[src/shared/mvb_pkg.sv]
// shared constants and helpers for the process-data loopback pair
package mvb_pkg;
  localparam int          FC_W      = 4;
  localparam int          ADDR_W    = 12;
  localparam int          WORD_W    = 16;
  localparam int          NPORT     = 5;
  localparam int          MAX_WORDS = 16;
  localparam logic [3:0]  FC_16BIT  = 4'h0;
  localparam logic [3:0]  FC_MAX    = 4'h4;
  // port identifier field layout
  localparam int          FC_LSB    = 12;
  localparam int          ADDR_LSB  = 0;
  // default test port addresses and bit layout
  localparam logic [11:0] SINK_ADDR_DEF = 12'hd28;
  localparam logic [11:0] SRC_ADDR_DEF  = 12'hd20;
  localparam logic [11:0] SINK_BASE_DEF = 12'h001;
  localparam logic [11:0] SRC_BASE_DEF  = 12'h006;
  localparam int          SINK_BIT_DEF  = 3;
  localparam int          SRC_BIT_DEF   = 5;
  localparam logic [15:0] FIXED_WORD    = 16'h7f00;
  localparam logic [15:0] INVALID_WORD  = 16'hffff;
  localparam logic [15:0] WORD_RST      = 16'h0000;
  localparam logic        TEST_BIT_RST  = 1'b0;
  // timing
  localparam int          CLK_MHZ        = 250;
  localparam int          SETUP_TIME_US  = 2000;
  localparam int          SETUP_LIMIT_US = 511000;
  localparam int          SETUP_CYCLES   = SETUP_TIME_US * CLK_MHZ;
  localparam int          RSP_TIMEOUT    = 64;
  localparam int          CHECK_CYCLES   = 10;

  // words of 16 bits carried by a size code, zero if not process data
  function automatic logic [4:0] words_of(input logic [3:0] fc);
    words_of = (fc > FC_MAX) ? 5'h00 : 5'(5'h01 << fc);
  endfunction : words_of
endpackage : mvb_pkg

[src/shared/mvb_pd_if.sv]
// frame-level link between bus administrator and device
`timescale 1ns/1ns
interface mvb_pd_if;
  logic        mf_valid;  // master frame: port identifier
  logic        mf_ready;
  logic [15:0] mf_id;
  logic        hd_valid;  // sink data words from the master side
  logic        hd_ready;
  logic [15:0] hd_data;
  logic        hd_last;
  logic        dh_valid;  // slave frame words from the device
  logic        dh_ready;
  logic [15:0] dh_data;
  logic        dh_last;
  modport dev  (input mf_valid, mf_id, hd_valid, hd_data, hd_last, dh_ready,
                output mf_ready, hd_ready, dh_valid, dh_data, dh_last);
  modport host (output mf_valid, mf_id, hd_valid, hd_data, hd_last,
                dh_ready, input mf_ready, hd_ready, dh_valid, dh_data,
                dh_last);
endinterface : mvb_pd_if

[src/hdl/mvb_pd_device.sv]
// device end: test sink latch and loopback source ports
`timescale 1ns/1ns
module mvb_pd_device #(
  parameter bit          FULL      = 1'b0,
  parameter logic [3:0]  PORT_FC   = mvb_pkg::FC_16BIT,
  parameter logic [11:0] SINK_ADDR = mvb_pkg::SINK_ADDR_DEF,
  parameter logic [11:0] SRC_ADDR  = mvb_pkg::SRC_ADDR_DEF,
  parameter logic [11:0] SINK_BASE = mvb_pkg::SINK_BASE_DEF,
  parameter logic [11:0] SRC_BASE  = mvb_pkg::SRC_BASE_DEF,
  parameter int          SINK_BIT  = mvb_pkg::SINK_BIT_DEF,
  parameter int          SRC_BIT   = mvb_pkg::SRC_BIT_DEF,
  parameter int          SETUP_US  = mvb_pkg::SETUP_TIME_US
) (
  input  wire logic clk,
  input  wire logic rst,
  mvb_pd_if.dev     bus,
  input  wire logic src_invalid,
  output logic      test_bit
);
  import mvb_pkg::*;

  // one size code serves both simple ports, so they cannot differ
  initial begin
    if (PORT_FC > FC_MAX) $error("port size code out of range");
    if (SINK_BIT >= WORD_W || SRC_BIT >= WORD_W)
      $error("test bit outside first word");
    if (SETUP_US >= SETUP_LIMIT_US) $error("setup time too long");
  end

  typedef enum logic [1:0] {S_IDLE, S_RX, S_TX} dev_state_t;

  dev_state_t  st_ff, nxt_st;
  logic [4:0]  cnt_ff, nxt_cnt;
  logic [4:0]  len_ff, nxt_len;
  logic [2:0]  port_ff, nxt_port;
  logic        acc_ff, nxt_acc;
  logic        bit_ff, nxt_bit;
  logic        stage_ff, nxt_stage;
  logic [15:0] mem [NPORT][MAX_WORDS];

  // identifier decode
  wire logic [3:0]  id_fc   = bus.mf_id[FC_LSB +: FC_W];
  wire logic [11:0] id_addr = bus.mf_id[ADDR_LSB +: ADDR_W];
  wire logic [4:0]  id_len  = words_of(id_fc);
  wire logic        mf_take = bus.mf_valid & bus.mf_ready;

  logic       sink_hit;
  logic       src_hit;
  logic [2:0] sink_idx;
  logic [2:0] src_idx;

  // port lookup; the fuller variant maps port i to size code i
  always_comb begin
    sink_hit = 1'b0;
    src_hit  = 1'b0;
    sink_idx = 3'h0;
    src_idx  = 3'h0;
    if (FULL) begin
      for (int i = 0; i < NPORT; i++) begin
        if (id_addr == SINK_BASE + 12'(i)) begin
          sink_hit = 1'b1;
          sink_idx = 3'(i);
        end
        if (id_addr == SRC_BASE + 12'(i)) begin
          src_hit = 1'b1;
          src_idx = 3'(i);
        end
      end
    end else begin
      sink_hit = (id_addr == SINK_ADDR);
      src_hit  = (id_addr == SRC_ADDR);
    end
  end

  wire logic [3:0] sink_fc  = FULL ? 4'(sink_idx) : PORT_FC;
  wire logic [3:0] src_fc   = FULL ? 4'(src_idx) : PORT_FC;
  wire logic       sink_ok  = sink_hit & (id_fc == sink_fc);
  wire logic       src_ok   = src_hit & (id_fc == src_fc);

  // two-entry output buffer so a stalled reader loses no word
  logic [16:0] buf_ff [2];
  logic        wp_ff;
  logic        rp_ff;
  logic [1:0]  fill_ff;
  wire logic   buf_full = (fill_ff == 2'h2);
  wire logic   pop      = bus.dh_valid & bus.dh_ready;
  wire logic   push     = (st_ff == S_TX) & ~buf_full;

  // outgoing word: invalid pattern wins over everything
  wire logic        tx_last = (cnt_ff == len_ff - 5'h01);
  wire logic [15:0] bit_word = (cnt_ff == 5'h00) ?
                      16'(16'(bit_ff) << SRC_BIT) : WORD_RST;
  wire logic [15:0] tx_word =
    src_invalid ? INVALID_WORD :
    FULL ? mem[port_ff][cnt_ff[3:0]] : bit_word;

  wire logic rx_beat = (st_ff == S_RX) & bus.hd_valid;
  wire logic rx_end  = rx_beat & (cnt_ff == len_ff - 5'h01);

  assign bus.mf_ready = (st_ff == S_IDLE);
  assign bus.hd_ready = (st_ff == S_RX);
  assign bus.dh_valid = (fill_ff != 2'h0);
  assign bus.dh_data  = buf_ff[rp_ff][15:0];
  assign bus.dh_last  = buf_ff[rp_ff][16];
  assign test_bit     = bit_ff;

  // frame sequencing
  always_comb begin
    nxt_st    = st_ff;
    nxt_cnt   = cnt_ff;
    nxt_len   = len_ff;
    nxt_port  = port_ff;
    nxt_acc   = acc_ff;
    nxt_bit   = bit_ff;
    nxt_stage = stage_ff;
    case (st_ff)
      S_IDLE: begin
        nxt_cnt = 5'h00;
        if (mf_take && sink_hit && id_len != 5'h00) begin
          // wrong size still drains its words, but nothing is kept
          nxt_st   = S_RX;
          nxt_len  = id_len;
          nxt_port = sink_idx;
          nxt_acc  = sink_ok;
        end else if (mf_take && src_ok) begin
          nxt_st   = S_TX;
          nxt_len  = id_len;
          nxt_port = src_idx;
        end
      end
      S_RX: begin
        if (rx_beat) begin
          nxt_cnt = cnt_ff + 5'h01;
          if (cnt_ff == 5'h00) begin
            nxt_stage = bus.hd_data[SINK_BIT];
          end
        end
        if (rx_end) begin
          nxt_st = S_IDLE;
          if (acc_ff && !FULL) begin
            // commit at frame end so a cut frame never lands
            nxt_bit = (cnt_ff == 5'h00) ?
                      bus.hd_data[SINK_BIT] : stage_ff;
          end
        end
      end
      S_TX: begin
        if (push) begin
          nxt_cnt = cnt_ff + 5'h01;
          if (tx_last) begin
            nxt_st = S_IDLE;
          end
        end
      end
      default: nxt_st = S_IDLE;
    endcase
  end

  always_ff @(posedge clk) begin
    if (rst) begin
      st_ff    <= S_IDLE;
      cnt_ff   <= 5'h00;
      len_ff   <= 5'h00;
      port_ff  <= 3'h0;
      acc_ff   <= 1'b0;
      bit_ff   <= TEST_BIT_RST;
      stage_ff <= TEST_BIT_RST;
    end else begin
      st_ff    <= nxt_st;
      cnt_ff   <= nxt_cnt;
      len_ff   <= nxt_len;
      port_ff  <= nxt_port;
      acc_ff   <= nxt_acc;
      bit_ff   <= nxt_bit;
      stage_ff <= nxt_stage;
    end
  end

  // sink words go straight to the equal-size source image
  always_ff @(posedge clk) begin
    if (rst) begin
      for (int p = 0; p < NPORT; p++) begin
        for (int w = 0; w < MAX_WORDS; w++) begin
          mem[p][w] <= WORD_RST;
        end
      end
    end else if (FULL && rx_beat && acc_ff) begin
      mem[port_ff][cnt_ff[3:0]] <= bus.hd_data;
    end
  end

  // buffer pointers and occupancy
  always_ff @(posedge clk) begin
    if (rst) begin
      wp_ff     <= 1'b0;
      rp_ff     <= 1'b0;
      fill_ff   <= 2'h0;
      buf_ff[0] <= 17'h00000;
      buf_ff[1] <= 17'h00000;
    end else begin
      if (push) begin
        buf_ff[wp_ff] <= {tx_last, tx_word};
        wp_ff         <= ~wp_ff;
      end
      if (pop) begin
        rp_ff <= ~rp_ff;
      end
      fill_ff <= 2'(fill_ff + 2'(push) - 2'(pop));
    end
  end
endmodule : mvb_pd_device

[src/flat_wrapper.sv]
// flat-port wrapper written by rule: the top's interface ports become plain ports
module mvb_pd_device_flat import mvb_pkg::*;
#(
  parameter bit          FULL      = 1'b0,
  parameter logic [3:0]  PORT_FC   = mvb_pkg::FC_16BIT,
  parameter logic [11:0] SINK_ADDR = mvb_pkg::SINK_ADDR_DEF,
  parameter logic [11:0] SRC_ADDR  = mvb_pkg::SRC_ADDR_DEF,
  parameter logic [11:0] SINK_BASE = mvb_pkg::SINK_BASE_DEF,
  parameter logic [11:0] SRC_BASE  = mvb_pkg::SRC_BASE_DEF,
  parameter int          SINK_BIT  = mvb_pkg::SINK_BIT_DEF,
  parameter int          SRC_BIT   = mvb_pkg::SRC_BIT_DEF,
  parameter int          SETUP_US  = mvb_pkg::SETUP_TIME_US
)
  (clk, rst, src_invalid, test_bit, bus_mf_valid, bus_mf_id, bus_hd_valid, bus_hd_data, bus_hd_last, bus_dh_ready, bus_mf_ready, bus_hd_ready, bus_dh_valid, bus_dh_data, bus_dh_last);
  mvb_pd_if bus_i ();
  input  wire logic clk;
  input  wire logic rst;
  input  wire logic src_invalid;
  output logic test_bit;
  input wire logic [$bits(bus_i.mf_valid)-1:0] bus_mf_valid;
  input wire logic [$bits(bus_i.mf_id)-1:0] bus_mf_id;
  input wire logic [$bits(bus_i.hd_valid)-1:0] bus_hd_valid;
  input wire logic [$bits(bus_i.hd_data)-1:0] bus_hd_data;
  input wire logic [$bits(bus_i.hd_last)-1:0] bus_hd_last;
  input wire logic [$bits(bus_i.dh_ready)-1:0] bus_dh_ready;
  output wire logic [$bits(bus_i.mf_ready)-1:0] bus_mf_ready;
  output wire logic [$bits(bus_i.hd_ready)-1:0] bus_hd_ready;
  output wire logic [$bits(bus_i.dh_valid)-1:0] bus_dh_valid;
  output wire logic [$bits(bus_i.dh_data)-1:0] bus_dh_data;
  output wire logic [$bits(bus_i.dh_last)-1:0] bus_dh_last;
  assign bus_i.mf_valid = bus_mf_valid;
  assign bus_i.mf_id = bus_mf_id;
  assign bus_i.hd_valid = bus_hd_valid;
  assign bus_i.hd_data = bus_hd_data;
  assign bus_i.hd_last = bus_hd_last;
  assign bus_i.dh_ready = bus_dh_ready;
  assign bus_mf_ready = bus_i.mf_ready;
  assign bus_hd_ready = bus_i.hd_ready;
  assign bus_dh_valid = bus_i.dh_valid;
  assign bus_dh_data = bus_i.dh_data;
  assign bus_dh_last = bus_i.dh_last;
  mvb_pd_device #(.FULL(FULL), .PORT_FC(PORT_FC), .SINK_ADDR(SINK_ADDR), .SRC_ADDR(SRC_ADDR), .SINK_BASE(SINK_BASE), .SRC_BASE(SRC_BASE), .SINK_BIT(SINK_BIT), .SRC_BIT(SRC_BIT), .SETUP_US(SETUP_US)) u_core (.clk(clk), .rst(rst), .bus(bus_i), .src_invalid(src_invalid), .test_bit(test_bit));
endmodule
[config.mk]
export PLATFORM = sky130hd
export DESIGN_NAME = mvb_pd_device_flat
export DESIGN_NICKNAME = d
export VERILOG_FILES = /design/src/shared/mvb_pkg.sv /design/src/shared/mvb_pd_if.sv /design/src/hdl/mvb_pd_device.sv /design/src/flat_wrapper.sv
export SDC_FILE = /design/constraint.sdc
export NUM_CORES = 1
export LEC_CHECK = 0
export ABC_AREA = 1
export ABC_CLOCK_PERIOD_IN_PS = 1800
export BUFFER_PORTS_ARGS = -buffer_cell sky130_fd_sc_hd__buf_2
export CORE_ASPECT_RATIO = 1.4
export CORE_MARGIN = 5
export CORE_UTILIZATION = 51
export CTS_BUF_LIST = sky130_fd_sc_hd__clkbuf_8
export CTS_CLUSTER_SIZE = 20
export DETAILED_ROUTE_END_ITERATION = 10
export PLACE_DENSITY = 0.82
export SLEW_MARGIN = 20
export SYNTH_ARGS = -nofsm -noshare
export SYNTH_HDL_FRONTEND = slang
export SYNTH_SLANG_ARGS = --single-unit
[constraint.sdc]
create_clock -name clk -period 1.8 [get_ports clk]
set_input_delay 0.54 -clock clk [delete_from_list [all_inputs] [get_ports clk]]
set_output_delay 0.54 -clock clk [all_outputs]
set_load 0.02 [all_outputs]
### Yosys cells after proc, flatten, opt, wreduce, memory -nomap -nowiden

Memory sizes are Yosys's and may differ from the RTL's. A register that Yosys moved wholly into a read port is not among the register bits.
Index checks and enable logic that the tools add are counted.

| storage, ports and cells | value |
|---|---|
| flip-flop bits (word level) | 19 |
| RAM bits | 34 |
| input port bits | 39 |
| output and inout bits | 21 |
| logic and storage cells | 79 |
| memories | 1 |

Memories:

| name | words | bits a word | rd ports | clocked after memory_dff | write ports | RTL line | RTL |
|---|---|---|---|---|---|---|---|
| u_core.buf_ff | 2 | 17 | 1 | 1 | 2 | mvb_pd_device.sv:81 | `logic [16:0] buf_ff [2];` |

| cells by class | value |
|---|---|
| add/subtract/negate cells | 4 |
| $lt $le $gt $ge | 1 |
| equality and inequality tests | 11 |
| shift operators | 1 |
| muxes and demuxes | 25 |
| bitwise operators | 10 |
| reduce and logical (&&, ||, !) cells | 17 |

Operators by type and width:

| kind | number |
|---|---|
| two-way mux 5 bit | 5 |
| == test 12 bit, second input constant | 2 |
| two-way mux 17 bit | 1 |
| OR reduction 17 bit | 1 |
| two-way mux 16 bit | 1 |
| one-hot mux 5 bit (3 select lines) | 1 |
| two-way mux 1 bit | 10 |
| two-way mux 2 bit | 5 |
| inequality test 2 x 1 -> 1 bit, second input constant | 4 |
| bitwise AND 1 bit | 7 |
| two-way mux 6 bit | 1 |
| one-hot mux 2 bit (3 select lines) | 1 |
| AND reduction 2 bit | 3 |
| AND reduction 3 bit | 2 |
| adder 5 x 1 -> 5 bit, second input constant | 1 |
| == test 5 bit | 1 |
| zero test 5 bit | 1 |
| nonzero test 5 bit | 1 |
| left shift 1 x 4 -> 5 bit, first input constant | 1 |
| subtractor 5 x 1 -> 5 bit, second input constant | 1 |
| == test 2 bit, second input constant | 2 |
| > comparator 4 x 3 -> 1 bit, second input constant | 1 |
| zero test 4 bit | 1 |
| AND reduction 4 bit | 1 |
| 9 further kinds | 14 |

### Longest topological paths before layout

Gate-level depths: netlist (run 1).

| logic depth | value |
|---|---|
| depth in word-level cells | 8 |
| depth in mapped cells | 13 |
| mapped depth without buffers | 13 |

### Worst setup path after synthesis (run 1)

No wires, ideal clock.

| timing | value |
|---|---|
| kind | input to register |
| from | input bus_mf_id[1] |
| to | register u_core.len_ff[1] |
| setup time | 0.128 ns |
| arrival | 1.468 ns |
| data required time | 1.672 ns |
| path slack | 0.204 ns |
| stages on the path | 7 |
| buffers on the path | 0 |
| cell sequence | or2_0 nor3_2 nand3_2 nand2_1 inv_2 a31oi_1 nor3_1 |

| between the ends | value |
|---|---|
| word-level cells in the longest chain between the ends | 5 |
| elaborated cells between the ends (all ways) | 9 |
| classes of those cells | eq/ne (2); mux (1); bitwise (1); reduce/logical (5) |

RTL lines:

| what | RTL line | RTL |
|---|---|---|
| start, declared | flat_wrapper.sv:21 | `input wire logic [$bits(bus_i.mf_id)-1:0] bus_mf_id;` |
| == test 12 bit (on tied branches) | mvb_pd_device.sv:71, mvb_pd_device.sv:70 |  |
| bitwise AND 1 bit / logical AND 1 bit (equally long branches) | mvb_pd_device.sv:78, mvb_pd_device.sv:119 |  |
| logical AND 1 bit (on tied branches) | mvb_pd_device.sv:125, mvb_pd_device.sv:119 |  |
| nonzero test 2 bit (no source line) | -- |  |
| AND reduction 2 bit (no source line) | -- |  |
| end signal, assigned | mvb_pd_device.sv:171 | `len_ff <= nxt_len;` |
| end, declared | mvb_pd_device.sv:34 | `logic [4:0] len_ff, nxt_len;` |

Several ways; a longest one is shown, not always the timed one.
A chain may end at the register's enable or synchronous reset.

==> out/results.txt, run 1 <==
Outcome -> complete, no violations
Syn avg cell area -> 7.23 µm²
RSZ-0062 raised after global routing -> true
Antenna Nets Post-Route -> 0
CTS tree -> done
Layout cells sized above 1 -> 0.287
CTS sink cnt -> 26
Design internal power -> 981 µW
Net Sw Frac -> 0.240
Total gr overflow -> 0
Core area -> 0.00306 mm²
Routed len/inst -> 10.1 µm
Dpl cell area -> 0.00180 mm²
LEAKAGE -> 0.000939 µW
Crit-path max cell delay -> 0.37 ns
Netlist cell types -> 27
Buf+Inv Stages, Crit Path -> 1
Die ar. -> 0.00438 mm²
CTS max path bufs -> 2
Worst setup margin -> 0.0880 ns
Period utilisation layout -> 0.951
Final Setup Violations -> 0
WL met3 -> 267 µm
Post-synthesis register bit count -> 26
TNS Setup -> 0 ns
Crit path arrival time -> 1.17 ns
Clock power share -> 0.371
Final Hold Vio Count -> 0
Via count -> 1426
Critical Path Start Type -> flip-flop
Post-Syn Area -> 0.00160 mm²
Worst vdd ir -> 473 µV
Register area -> 584 µm²
Largest cells by area after synthesis -> dfxtp_1 25%, edfxtp_1 11%, nand2_1 9.4%, inv_1 8.0%, ha_1 7.0%
Avg Vias per Cell -> 4.75
Diode count -> 0
Post-DP HPWL -> 2460 µm
YS warnings -> 0
Die height -> 76.4 µm
Vias in the first global route -> 1327
Dpl cells -> 294
Largest net degree at the start of global routing -> 16
Initial antenna violation count -> 0
Max Slew Vio Count -> 0
CP top delay family -> flip-flops
Min cycle time layout -> 1.71 ns
Most common cell in the synthesized netlist -> nand2_1
Initial DRC Count -> 35
Slowest CP cell -> dfxtp_2
I/O Buffers -> 43
Fin cells -> 300
Clk_lat worst skew -> 0.27 ns
Initial Utilization -> 0.524
Crit path kind -> flip-flop to output pin
Post-route clock skew -> 0.00858 ns
Worst Hold Class -> flip-flop to flip-flop
Gp weighted congestion -> 0.848
H-tree depth -> 1
F_max -> 584 MHz
First-pass iteration count of the detailed router -> 4
Dpl ws -> 0.0583 ns
Dominant synthesized flop cell -> dfxtp_1
Total Routing Usage GR -> 0.142
Proportion of netlist area held by the largest area contributor -> 0.250
Met1 WL -> 1150 µm
Sequential area share after synthesis -> 0.362
Post-synth EDFFs -> 6
Number of I/O pins -> 60
Worst-Margin Slew -> 0.299 ns
Pwr Density -> 670 mW/mm²
Fillers -> 293
Crit-path cells -> mux2_4 > buf_2
CTS Buf Count -> 3
Synth top cells by count -> 40 x nand2_1, 34 x inv_1, 27 x nor2_1, 20 x dfxtp_1
Switching Power -> 310 µW
Syn nets -> 270
Critical path capture point type -> output pin
Yosys top cell by area -> dfxtp_1
Multi-input logic area -> 806 µm²
# rows -> 24
Combinational share of power -> 0.149
Worst slew margin -> 0.800
# Max-Cap Violations -> 0
Post-synthesis cell count -> 222
CP max FO -> 15
CP required -> 1.26 ns
Die Wd -> 57.4 µm
Final Cell Area -> 0.00192 mm²
Area Overhead vs Synth -> 20.0%
Clk slew on worst S/H paths -> 0.09 ns
Part of the power in registers -> 0.481
Ys async rst share -> 0
DR WL met2 -> 1540 µm
First-pass GRT wire length -> 5090 µm
Post-layout net count -> 310
Max Used Layer -> met4
Clk root buf -> clkbuf_8
DRC viols -> 0
Routed WL -> 3020 µm
[flip-flops by register name, indices dropped and copies added (netlist names), named ones only]
signal and cells:
u_core.acc_ff 1, u_core.rp_ff 1, u_core.st_ff 2, u_core.wp_ff 1, u_core.test_bit 1, u_core.cnt_ff 5, u_core.buf_ff 6, u_core.stage_ff 1
u_core.fill_ff 2, u_core.len_ff 5
[area by class of cell]
class,instances,area share
timing repair buffer,51,0.143
sequential,26,0.304
inverter,37,0.0722
clock inverter,1,0.0156
multi-input combinational,143,0.419
clock buffer,3,0.0215
tap,39,0.0254
[layer usage]
metal | up-vias | GRT usage
met1 | 601 | 0.150
met5 | - | 0
met3 | 4 | 0.0271
met4 | 0 | 0.0487
met2 | 47 | 0.267
li1 | 774 | -
[path summary, 6_finish.rpt]
kind	start	to	slack [ns]	cells after the start
worst max-delay path	flip-flop	bus_dh_data[1]	0.09	2
worst min-delay path	u_core.rp_ff$_SDFFE_PP0P_	flip-flop	0.45	1
worst max register to register	u_core.len_ff[0]$_SDFFE_PP0P_	u_core.test_bit$_SDFFE_PP0P_	0.16	12
worst min register to register	u_core.rp_ff$_SDFFE_PP0P_	flip-flop	0.45	1
[power groups by stage]
| stage | Combinational [µW] | Sequential [µW] | Clock [µW] |
|---|---|---|---|
| after global routing | 212 | 623 | 513 |
| after floorplan | 153 | 631 | 0 |
| after detailed placement | 189 | 633 | 0 |
| after global placement | 185 | 633 | 0 |
| after CTS | 191 | 620 | 483 |
| final | 192 | 620 | 478 |
[cell usage in the layout (no fill, tap or decap), types with 4 or more instances in the layout]
| master | count |
|---|---|
| a21oi_1 | 14 |
| buf_2 | 43 |
| buf_4 | 8 |
| dfxtp_1 | 17 |
| edfxtp_1 | 6 |
| ha_1 | 8 |
| inv_1 | 33 |
| inv_2 | 4 |
| nand2_1 | 40 |
| nand3_1 | 10 |
| nor2_1 | 27 |
| nor3_1 | 6 |
| o21ai_0 | 8 |
[kinds of logic after synthesis]
| family | after synthesis | share of synthesized area |
|---|---|---|
| multiplexers | 3 | 0.0211 |
| AO/OA/AOI/OAI | 29 | 0.0991 |
| XOR/XNOR | 2 | 0.0109 |
| AND/OR/NAND/NOR | 100 | 0.280 |
| buffers and inverters | 53 | 0.157 |
| adder cells (fa/ha/maj) | 9 | 0.0702 |
| flip-flops | 26 | 0.362 |
[worst register-to-register path, cell delays in order, from the launching register on]
cell      delay, ns
dfxtp_2        0.35
inv_2          0.06
ha_4           0.26
inv_1          0.03
nand2_1        0.05
nand2_1        0.04
nor2_1         0.07
nand2_1        0.06
nor2_2         0.13
nand3b_1       0.14
buf_4          0.17
nor3_1         0.12
nor2_1         0.06
[repair_timing]
item,4_1_cts,5_1_grt
setup buffers,0,2
setup endpoints to repair,15,18
pin swaps,0,3
gates resized for setup,1,8
hold buffers,0,0
[through the flow]
| step | util | total power (µW) | hold slack [ns] |
|---|---|---|---|
| 2_1_floorplan | - | 784 | 0.423 |
| 3_5_place_dp | 0.588 | 822 | 0.448 |
| 4_1_cts | 0.612 | 1290 | 0.464 |
| 6_report | 0.628 | 1290 | 0.455 |
| 3_3_place_gp | 0.588 | 818 | 0.440 |
| 5_1_grt | 0.628 | 1350 | 0.481 |
(Power assumes the default switching activity.)
==> inputs of run 2 (changes only) <==
--- a/config.mk
+++ b/config.mk
@@ -7,14 +7,13 @@
 export LEC_CHECK = 0
 export ABC_AREA = 1
 export ABC_CLOCK_PERIOD_IN_PS = 1800
-export BUFFER_PORTS_ARGS = -buffer_cell sky130_fd_sc_hd__buf_2
 export CORE_ASPECT_RATIO = 1.4
 export CORE_MARGIN = 5
-export CORE_UTILIZATION = 51
+export CORE_UTILIZATION = 35
 export CTS_BUF_LIST = sky130_fd_sc_hd__clkbuf_8
 export CTS_CLUSTER_SIZE = 20
 export DETAILED_ROUTE_END_ITERATION = 10
-export PLACE_DENSITY = 0.82
+export DONT_BUFFER_PORTS = 1
 export SLEW_MARGIN = 20
 export SYNTH_ARGS = -nofsm -noshare
 export SYNTH_HDL_FRONTEND = slang
==> run 2 against run 1 <==
Compared with the run above: worst setup slack lost 0.032 ns; worst hold slack worse by 0.14 ns; core utilization down 24 points; via count is 9.3% lower; cell count shrank 6.3%; non-clock buffer count down 42; sequential share of layout area up 2.9 points; combinational power shrank 26%; power fell by 2.9%; sequential cell count unchanged; critical path type unchanged; largest cell class unchanged; largest power group unchanged; highest routed layer unchanged.
==> out/results.txt, run 2 (synthesized netlist as in run 1, its figures left out) <==
CP max FO -> 15 (unchanged)
RR Endpoint -> u_core.test_bit$_SDFFE_PP0P_
Dpl cells -> 275 (-6.5%)
Clk_lat worst skew -> 0.28 ns (about the same)
Net Sw Frac -> 0.242 (+0.00196)
Die Wd -> 67.2 µm (+17%)
Fillers -> 500 (+71%)
Die height -> 90.1 µm (+18%)
Min cycle time layout -> 1.74 ns (+0.0321 ns)
Design internal power -> 950 µW (-3.1%)
DRC viols -> 0 (unchanged)
Area Overhead vs Synth -> 10.1%
Worst vdd ir -> 304 µV (-36%)
Worst reg-to-reg setup slack -> 0.12 ns (-0.04 ns)
Routed WL -> 3060 µm (+1.2%)
Clk slew on worst S/H paths -> 0.10 ns (about the same)
Part of the power in registers -> 0.494 (+0.013)
H-tree depth -> 1 (unchanged)
I/O Buffers -> 0 (-100%)
Dpl cell area -> 0.00164 mm² (-9.0%)
Post-layout net count -> 268 (-14%)
Worst setup margin -> 0.0559 ns (-0.0321 ns)
Final Hold Vio Count -> 0 (unchanged)
Switching Power -> 303 µW (-2.1%)
Diode count -> 0 (unchanged)
Critical Path Start Type -> flip-flop
Vias in the first global route -> 1227 (-7.5%)
Initial DRC Count -> 24 (-31%)
Largest register FFs -> 6 (unchanged)
Largest net degree at the start of global routing -> 16 (unchanged)
# Max-Cap Violations -> 0 (unchanged)
F_max -> 573 MHz (-1.8%)
Worst r2r src -> u_core.len_ff[0]$_SDFFE_PP0P_
Initial Utilization -> 0.357 (-0.167)
Antenna Nets Post-Route -> 0 (unchanged)
CTS tree -> done
Critical path capture point type -> output pin
Biggest regs -> u_core.buf_ff (6), u_core.cnt_ff (5), u_core.len_ff (5)
Worst-Margin Slew -> 0.370 ns (+0.0707 ns)
Layout cells sized above 1 -> 0.160 (-0.128)
Initial antenna violation count -> 0 (unchanged)
Outcome -> complete, no violations
LEAKAGE -> 0.000768 µW (-18%)
Gp weighted congestion -> 0.789 (-6.9%)
Crit path kind -> flip-flop to output pin
Reg2reg path depth -> 13 (+1)
Combinational share of power -> 0.114 (-0.035)
Pwr Density -> 710 mW/mm² (+5.9%)
Fin cells -> 281 (-6.3%)
Die ar. -> 0.00606 mm² (+38%)
Routed len/inst -> 10.9 µm (+8.1%)
Avg Vias per Cell -> 4.60 (-3.2%)
Most frequent cells in the layout -> 39 x nand2_1, 32 x inv_1, 27 x nor2_1, 17 x dfxtp_1, 14 x a21oi_1
Period utilisation layout -> 0.969 (+0.0178)
Total gr overflow -> 0 (unchanged)
Crit path arrival time -> 1.20 ns (+0.03 ns)
Via count -> 1293 (-9.3%)
Commonest non-fill, non-tap cell in the layout -> nand2_1
Post-DP HPWL -> 2380 µm (-3.1%)
CTS Buf Count -> 3 (unchanged)
First-pass iteration count of the detailed router -> 4 (unchanged)
Clock power share -> 0.392 (+0.021)
CTS sink cnt -> 26 (unchanged)
Dpl ws -> 0.0678 ns (+0.00947 ns)
Clk root buf -> clkbuf_8
Final Cell Area -> 0.00177 mm² (-8.3%)
Core area -> 0.00450 mm² (+47%)
Total Routing Usage GR -> 0.106 (-0.0361)
Max Slew Vio Count -> 0 (unchanged)
RSZ-0062 raised after global routing -> true
Post-route clock skew -> 0.00604 ns (-0.00253 ns)
Worst setup path endpoint -> bus_dh_data[11]
Worst Hold Class -> input port to flip-flop
Most flops, register -> u_core.buf_ff
Worst slew margin -> 0.751 (-0.0483)
Final Setup Violations -> 0 (unchanged)
Number of I/O pins -> 60 (unchanged)
CP required -> 1.26 ns (about the same)
CTS max path bufs -> 2 (unchanged)
# rows -> 29 (+21%)
First-pass GRT wire length -> 5030 µm (-1.2%)
==> run 2: worst min-delay path by stage <==
stage | start | end | slack, ns | cells past startpoint
floorplan | u_core.fill_ff[1]$_SDFF_PP0_ | u_core.fill_ff[1]$_SDFF_PP0_ | 0.42 | 1
global placement | u_core.fill_ff[1]$_SDFF_PP0_ | u_core.fill_ff[1]$_SDFF_PP0_ | 0.44 | 1
detailed placement | u_core.rp_ff$_SDFFE_PP0P_ | flip-flop | 0.44 | 1
CTS | rst | u_core.st_ff[1]$_SDFFE_PP0P_ | 0.32 | 1
global route | rst | u_core.st_ff[1]$_SDFFE_PP0P_ | 0.31 | 1
finish | rst | u_core.st_ff[1]$_SDFFE_PP0P_ | 0.32 | 1
==> run 2: cell type report <==
cell class                 instances  area (µm²)  share of cell area
multi-input combinational        143         808               0.458
clock inverter                     1        30.0              0.0170
inverter                          37         141              0.0801
clock buffer                       3        41.3              0.0234
timing repair buffer               9        80.1              0.0454
tap                               62        77.6              0.0439
sequential                        26         587               0.332
==> run 2: metal layers <==
metal / GRT usage / up-vias / part of all wire
met4: 0.0457 / 0 / 0.022
li1: - / 688 / -
met3: 0.0162 / 5 / 0.072
met2: 0.186 / 36 / 0.47
met5: 0 / - / 0
met1: 0.121 / 564 / 0.43
==> run 2: timing repair <==
action	in CTS	in global routing
resized for setup	1	12
hold buffers	0	0
buffers inserted	0	2
setup endpoints to repair	9	4
pin swaps	0	4
==> run 2: power groups by stage <==
stage                     Clock (µW)  Combinational (µW)  Sequential [µW]
final                            492                 143              619
after CTS                        495                 143              621
after floorplan                    0                 153              631
after detailed placement           0                 143              634
after global placement             0                 141              633
after global routing             522                 161              621
==> run 2: critical path, stage by stage (launching register included) <==
cell and delay, ns:
dfxtp_2 0.37, mux2_4 0.32, buf_12 0.24
==> run 2: metrics by stage <==
step / setup TNS, ns / util / hold WS, ns / power (µW)
2_1_floorplan: 0 / - / 0.423 / 784
3_3_place_gp: 0 / 0.364 / 0.436 / 775
3_5_place_dp: 0 / 0.364 / 0.443 / 776
4_1_cts: 0 / 0.380 / 0.319 / 1260
5_1_grt: -0.0365 / 0.392 / 0.307 / 1300
6_report: 0 / 0.392 / 0.317 / 1250
==> inputs of run 3 (changes only) <==
--- a/config.mk
+++ b/config.mk
@@ -6,9 +6,8 @@
 export NUM_CORES = 1
 export LEC_CHECK = 0
 export ABC_AREA = 1
-export ABC_CLOCK_PERIOD_IN_PS = 1800
 export CORE_ASPECT_RATIO = 1.4
-export CORE_MARGIN = 5
+export CORE_MARGIN = 1.5
 export CORE_UTILIZATION = 35
 export CTS_BUF_LIST = sky130_fd_sc_hd__clkbuf_8
 export CTS_CLUSTER_SIZE = 20
==> run 3 against run 2 <==
Compared with the run above: sequential share of layout area rose by 0.095 points; clock power shrank 1%; clock-buffer cell count is the same; global-route usage rose by 1.7 points; sequential cell count is the same; combinational power barely moved; die area shrank 17%; non-clock buffer count unchanged; sequential power hardly changed; worst setup slack better by 0.0049 ns; maximum frequency grew 0.28%; critical path type unchanged; largest cell class unchanged; highest routed layer unchanged.
==> out/results.txt, run 3 (synthesized netlist as in run 1, its figures left out) <==
Outcome -> complete, no violations
Total gr overflow -> 0 (unchanged)
CP max FO -> 15 (unchanged)
Final Cell Area -> 0.00176 mm² (-0.50%)
First-pass iteration count of the detailed router -> 4 (unchanged)
Critical path capture point type -> output pin
Final Setup Violations -> 0 (unchanged)
Layout cells sized above 1 -> 0.151 (-0.00913)
Initial Utilization -> 0.359 (+0.00290)
Dpl cells -> 277 (+0.73%)
Post-DP HPWL -> 2310 µm (-3.0%)
I/O Buffers -> 0 (unchanged)
Initial antenna violation count -> 0 (unchanged)
Clk slew on worst S/H paths -> 0.09 ns (about the same)
LEAKAGE -> 0.000769 µW (+0.11%)
CTS Buf Count -> 3 (unchanged)
Worst setup margin -> 0.0608 ns (+0.00489 ns)
Crit-path max cell delay -> 0.37 ns (about the same)
Critical Path Start Type -> flip-flop
# rows -> 29 (unchanged)
Vias in the first global route -> 1223 (-0.33%)
Routed WL -> 2850 µm (-6.7%)
F_max -> 575 MHz (+0.28%)
Max Slew Vio Count -> 0 (unchanged)
CP required -> 1.26 ns (about the same)
Post-route clock skew -> 0.00386 ns (-0.00218 ns)
Dpl cell area -> 0.00165 mm² (+0.92%)
Core area -> 0.00446 mm² (-0.81%)
Largest register FFs -> 6 (unchanged)
Die height -> 83.1 µm (-7.8%)
Final Hold Vio Count -> 0 (unchanged)
Avg Vias per Cell -> 4.61 (+0.15%)
Most flops, register -> u_core.buf_ff
Fin cells -> 281 (unchanged)
CTS sink cnt -> 26 (unchanged)
Worst Hold Class -> input port to flip-flop
Biggest regs -> u_core.buf_ff (6), u_core.cnt_ff (5), u_core.len_ff (5)
Clk root buf -> clkbuf_8
Period utilisation layout -> 0.966 (-0.00272)
Die Wd -> 60.2 µm (-10%)
First-pass GRT wire length -> 4780 µm (-5.0%)
Slowest CP cell -> dfxtp_2
TNS Setup -> 0 ns (unchanged)
Min cycle time layout -> 1.74 ns (-0.00489 ns)
Number of I/O pins -> 60 (unchanged)
CTS max path bufs -> 2 (unchanged)
Crit path arrival time -> 1.20 ns (about the same)
Crit path kind -> flip-flop to output pin
Initial DRC Count -> 13 (-46%)
Commonest non-fill, non-tap cell in the layout -> nand2_1
Diode count -> 0 (unchanged)
# Max-Cap Violations -> 0 (unchanged)
Worst-Margin Slew -> 0.345 ns (-0.0249 ns)
CTS tree -> done
Routed len/inst -> 10.1 µm (-6.7%)
Dpl ws -> 0.0759 ns (+0.00812 ns)
Total Routing Usage GR -> 0.122 (+0.0168)
DRC viols -> 0 (unchanged)
CTS Hold Bufs -> 0 (unchanged)
Worst slew margin -> 0.769 (+0.0176)
Area Overhead vs Synth -> 9.52%
Worst hold margin -> 0.315 ns (-0.00183 ns)
Die ar. -> 0.00500 mm² (-17%)
Via count -> 1295 (+0.15%)
Clk_lat worst skew -> 0.27 ns (about the same)
Largest net degree at the start of global routing -> 16 (unchanged)
H-tree depth -> 1 (unchanged)
Antenna Nets Post-Route -> 0 (unchanged)
Most frequent cells in the layout -> 40 x nand2_1, 34 x inv_1, 26 x nor2_1, 16 x dfxtp_1, 14 x a21oi_1
Worst vdd ir -> 284 µV (-6.6%)
Gp weighted congestion -> 0.744 (-5.7%)
Post-layout net count -> 268 (unchanged)
Crit-path cells -> mux2_4 > buf_12
Pwr Density -> 713 mW/mm² (+0.41%)
==> run 3: metrics by stage <==
step	total power (µW)	util
2_1_floorplan	784	-
3_3_place_gp	776	0.370
3_5_place_dp	779	0.370
4_1_cts	1260	0.387
5_1_grt	1300	0.394
6_report	1250	0.394
==> run 3: per-layer routing <==
layer  track usage  up-vias  part of all wire
met5             0        -                 0
met4        0.0626        0             0.032
met2         0.217       35              0.51
met3        0.0249        8             0.066
met1         0.128      561              0.40
li1              -      691                 -
==> run 3: final timing paths <==
path / depth (start not counted) / slack (ns) / start / end
max: 2 / 0.06 / flip-flop / bus_dh_data[4]
max reg2reg: 13 / 0.12 / u_core.len_ff[1]$_SDFFE_PP0P_ / u_core.st_ff[1]$_SDFFE_PP0P_
min reg2reg: 1 / 0.46 / u_core.rp_ff$_SDFFE_PP0P_ / flip-flop
min: 1 / 0.31 / rst / u_core.st_ff[1]$_SDFFE_PP0P_
==> run 3: where the power goes <==
group          internal (µW)  total [µW]  switching (µW)
clock network            298         486             188
logic                   44.7         146             101
registers                611         620            9.13
total                    954        1250             298
==> run 3: cell type report <==
class / count / area [µm²]
clock buffer: 3 / 41.3
clock inverter: 1 / 30.0
fill: 481 / 2710
inverter: 37 / 139
multi-input combinational: 143 / 803
sequential: 26 / 586
tap: 62 / 77.6
timing repair buffer: 9 / 80.1
==> run 3: critical path: cells and delay by family, from the launching register on <==
| kind | cells | cell delay, ns |
|---|---|---|
| buffers and inverters | 1 | 0.24 |
| DFF | 1 | 0.37 |
| muxes | 1 | 0.32 |
==> run 3: repair_timing <==
action / 4_1_cts / 5_1_grt
setup buffers: 0 / 0
resized for setup: 1 / 7
pin swaps: 0 / 3
endpoints found under the hold margin: 0 / 0
setup endpoints to repair: 15 / 7
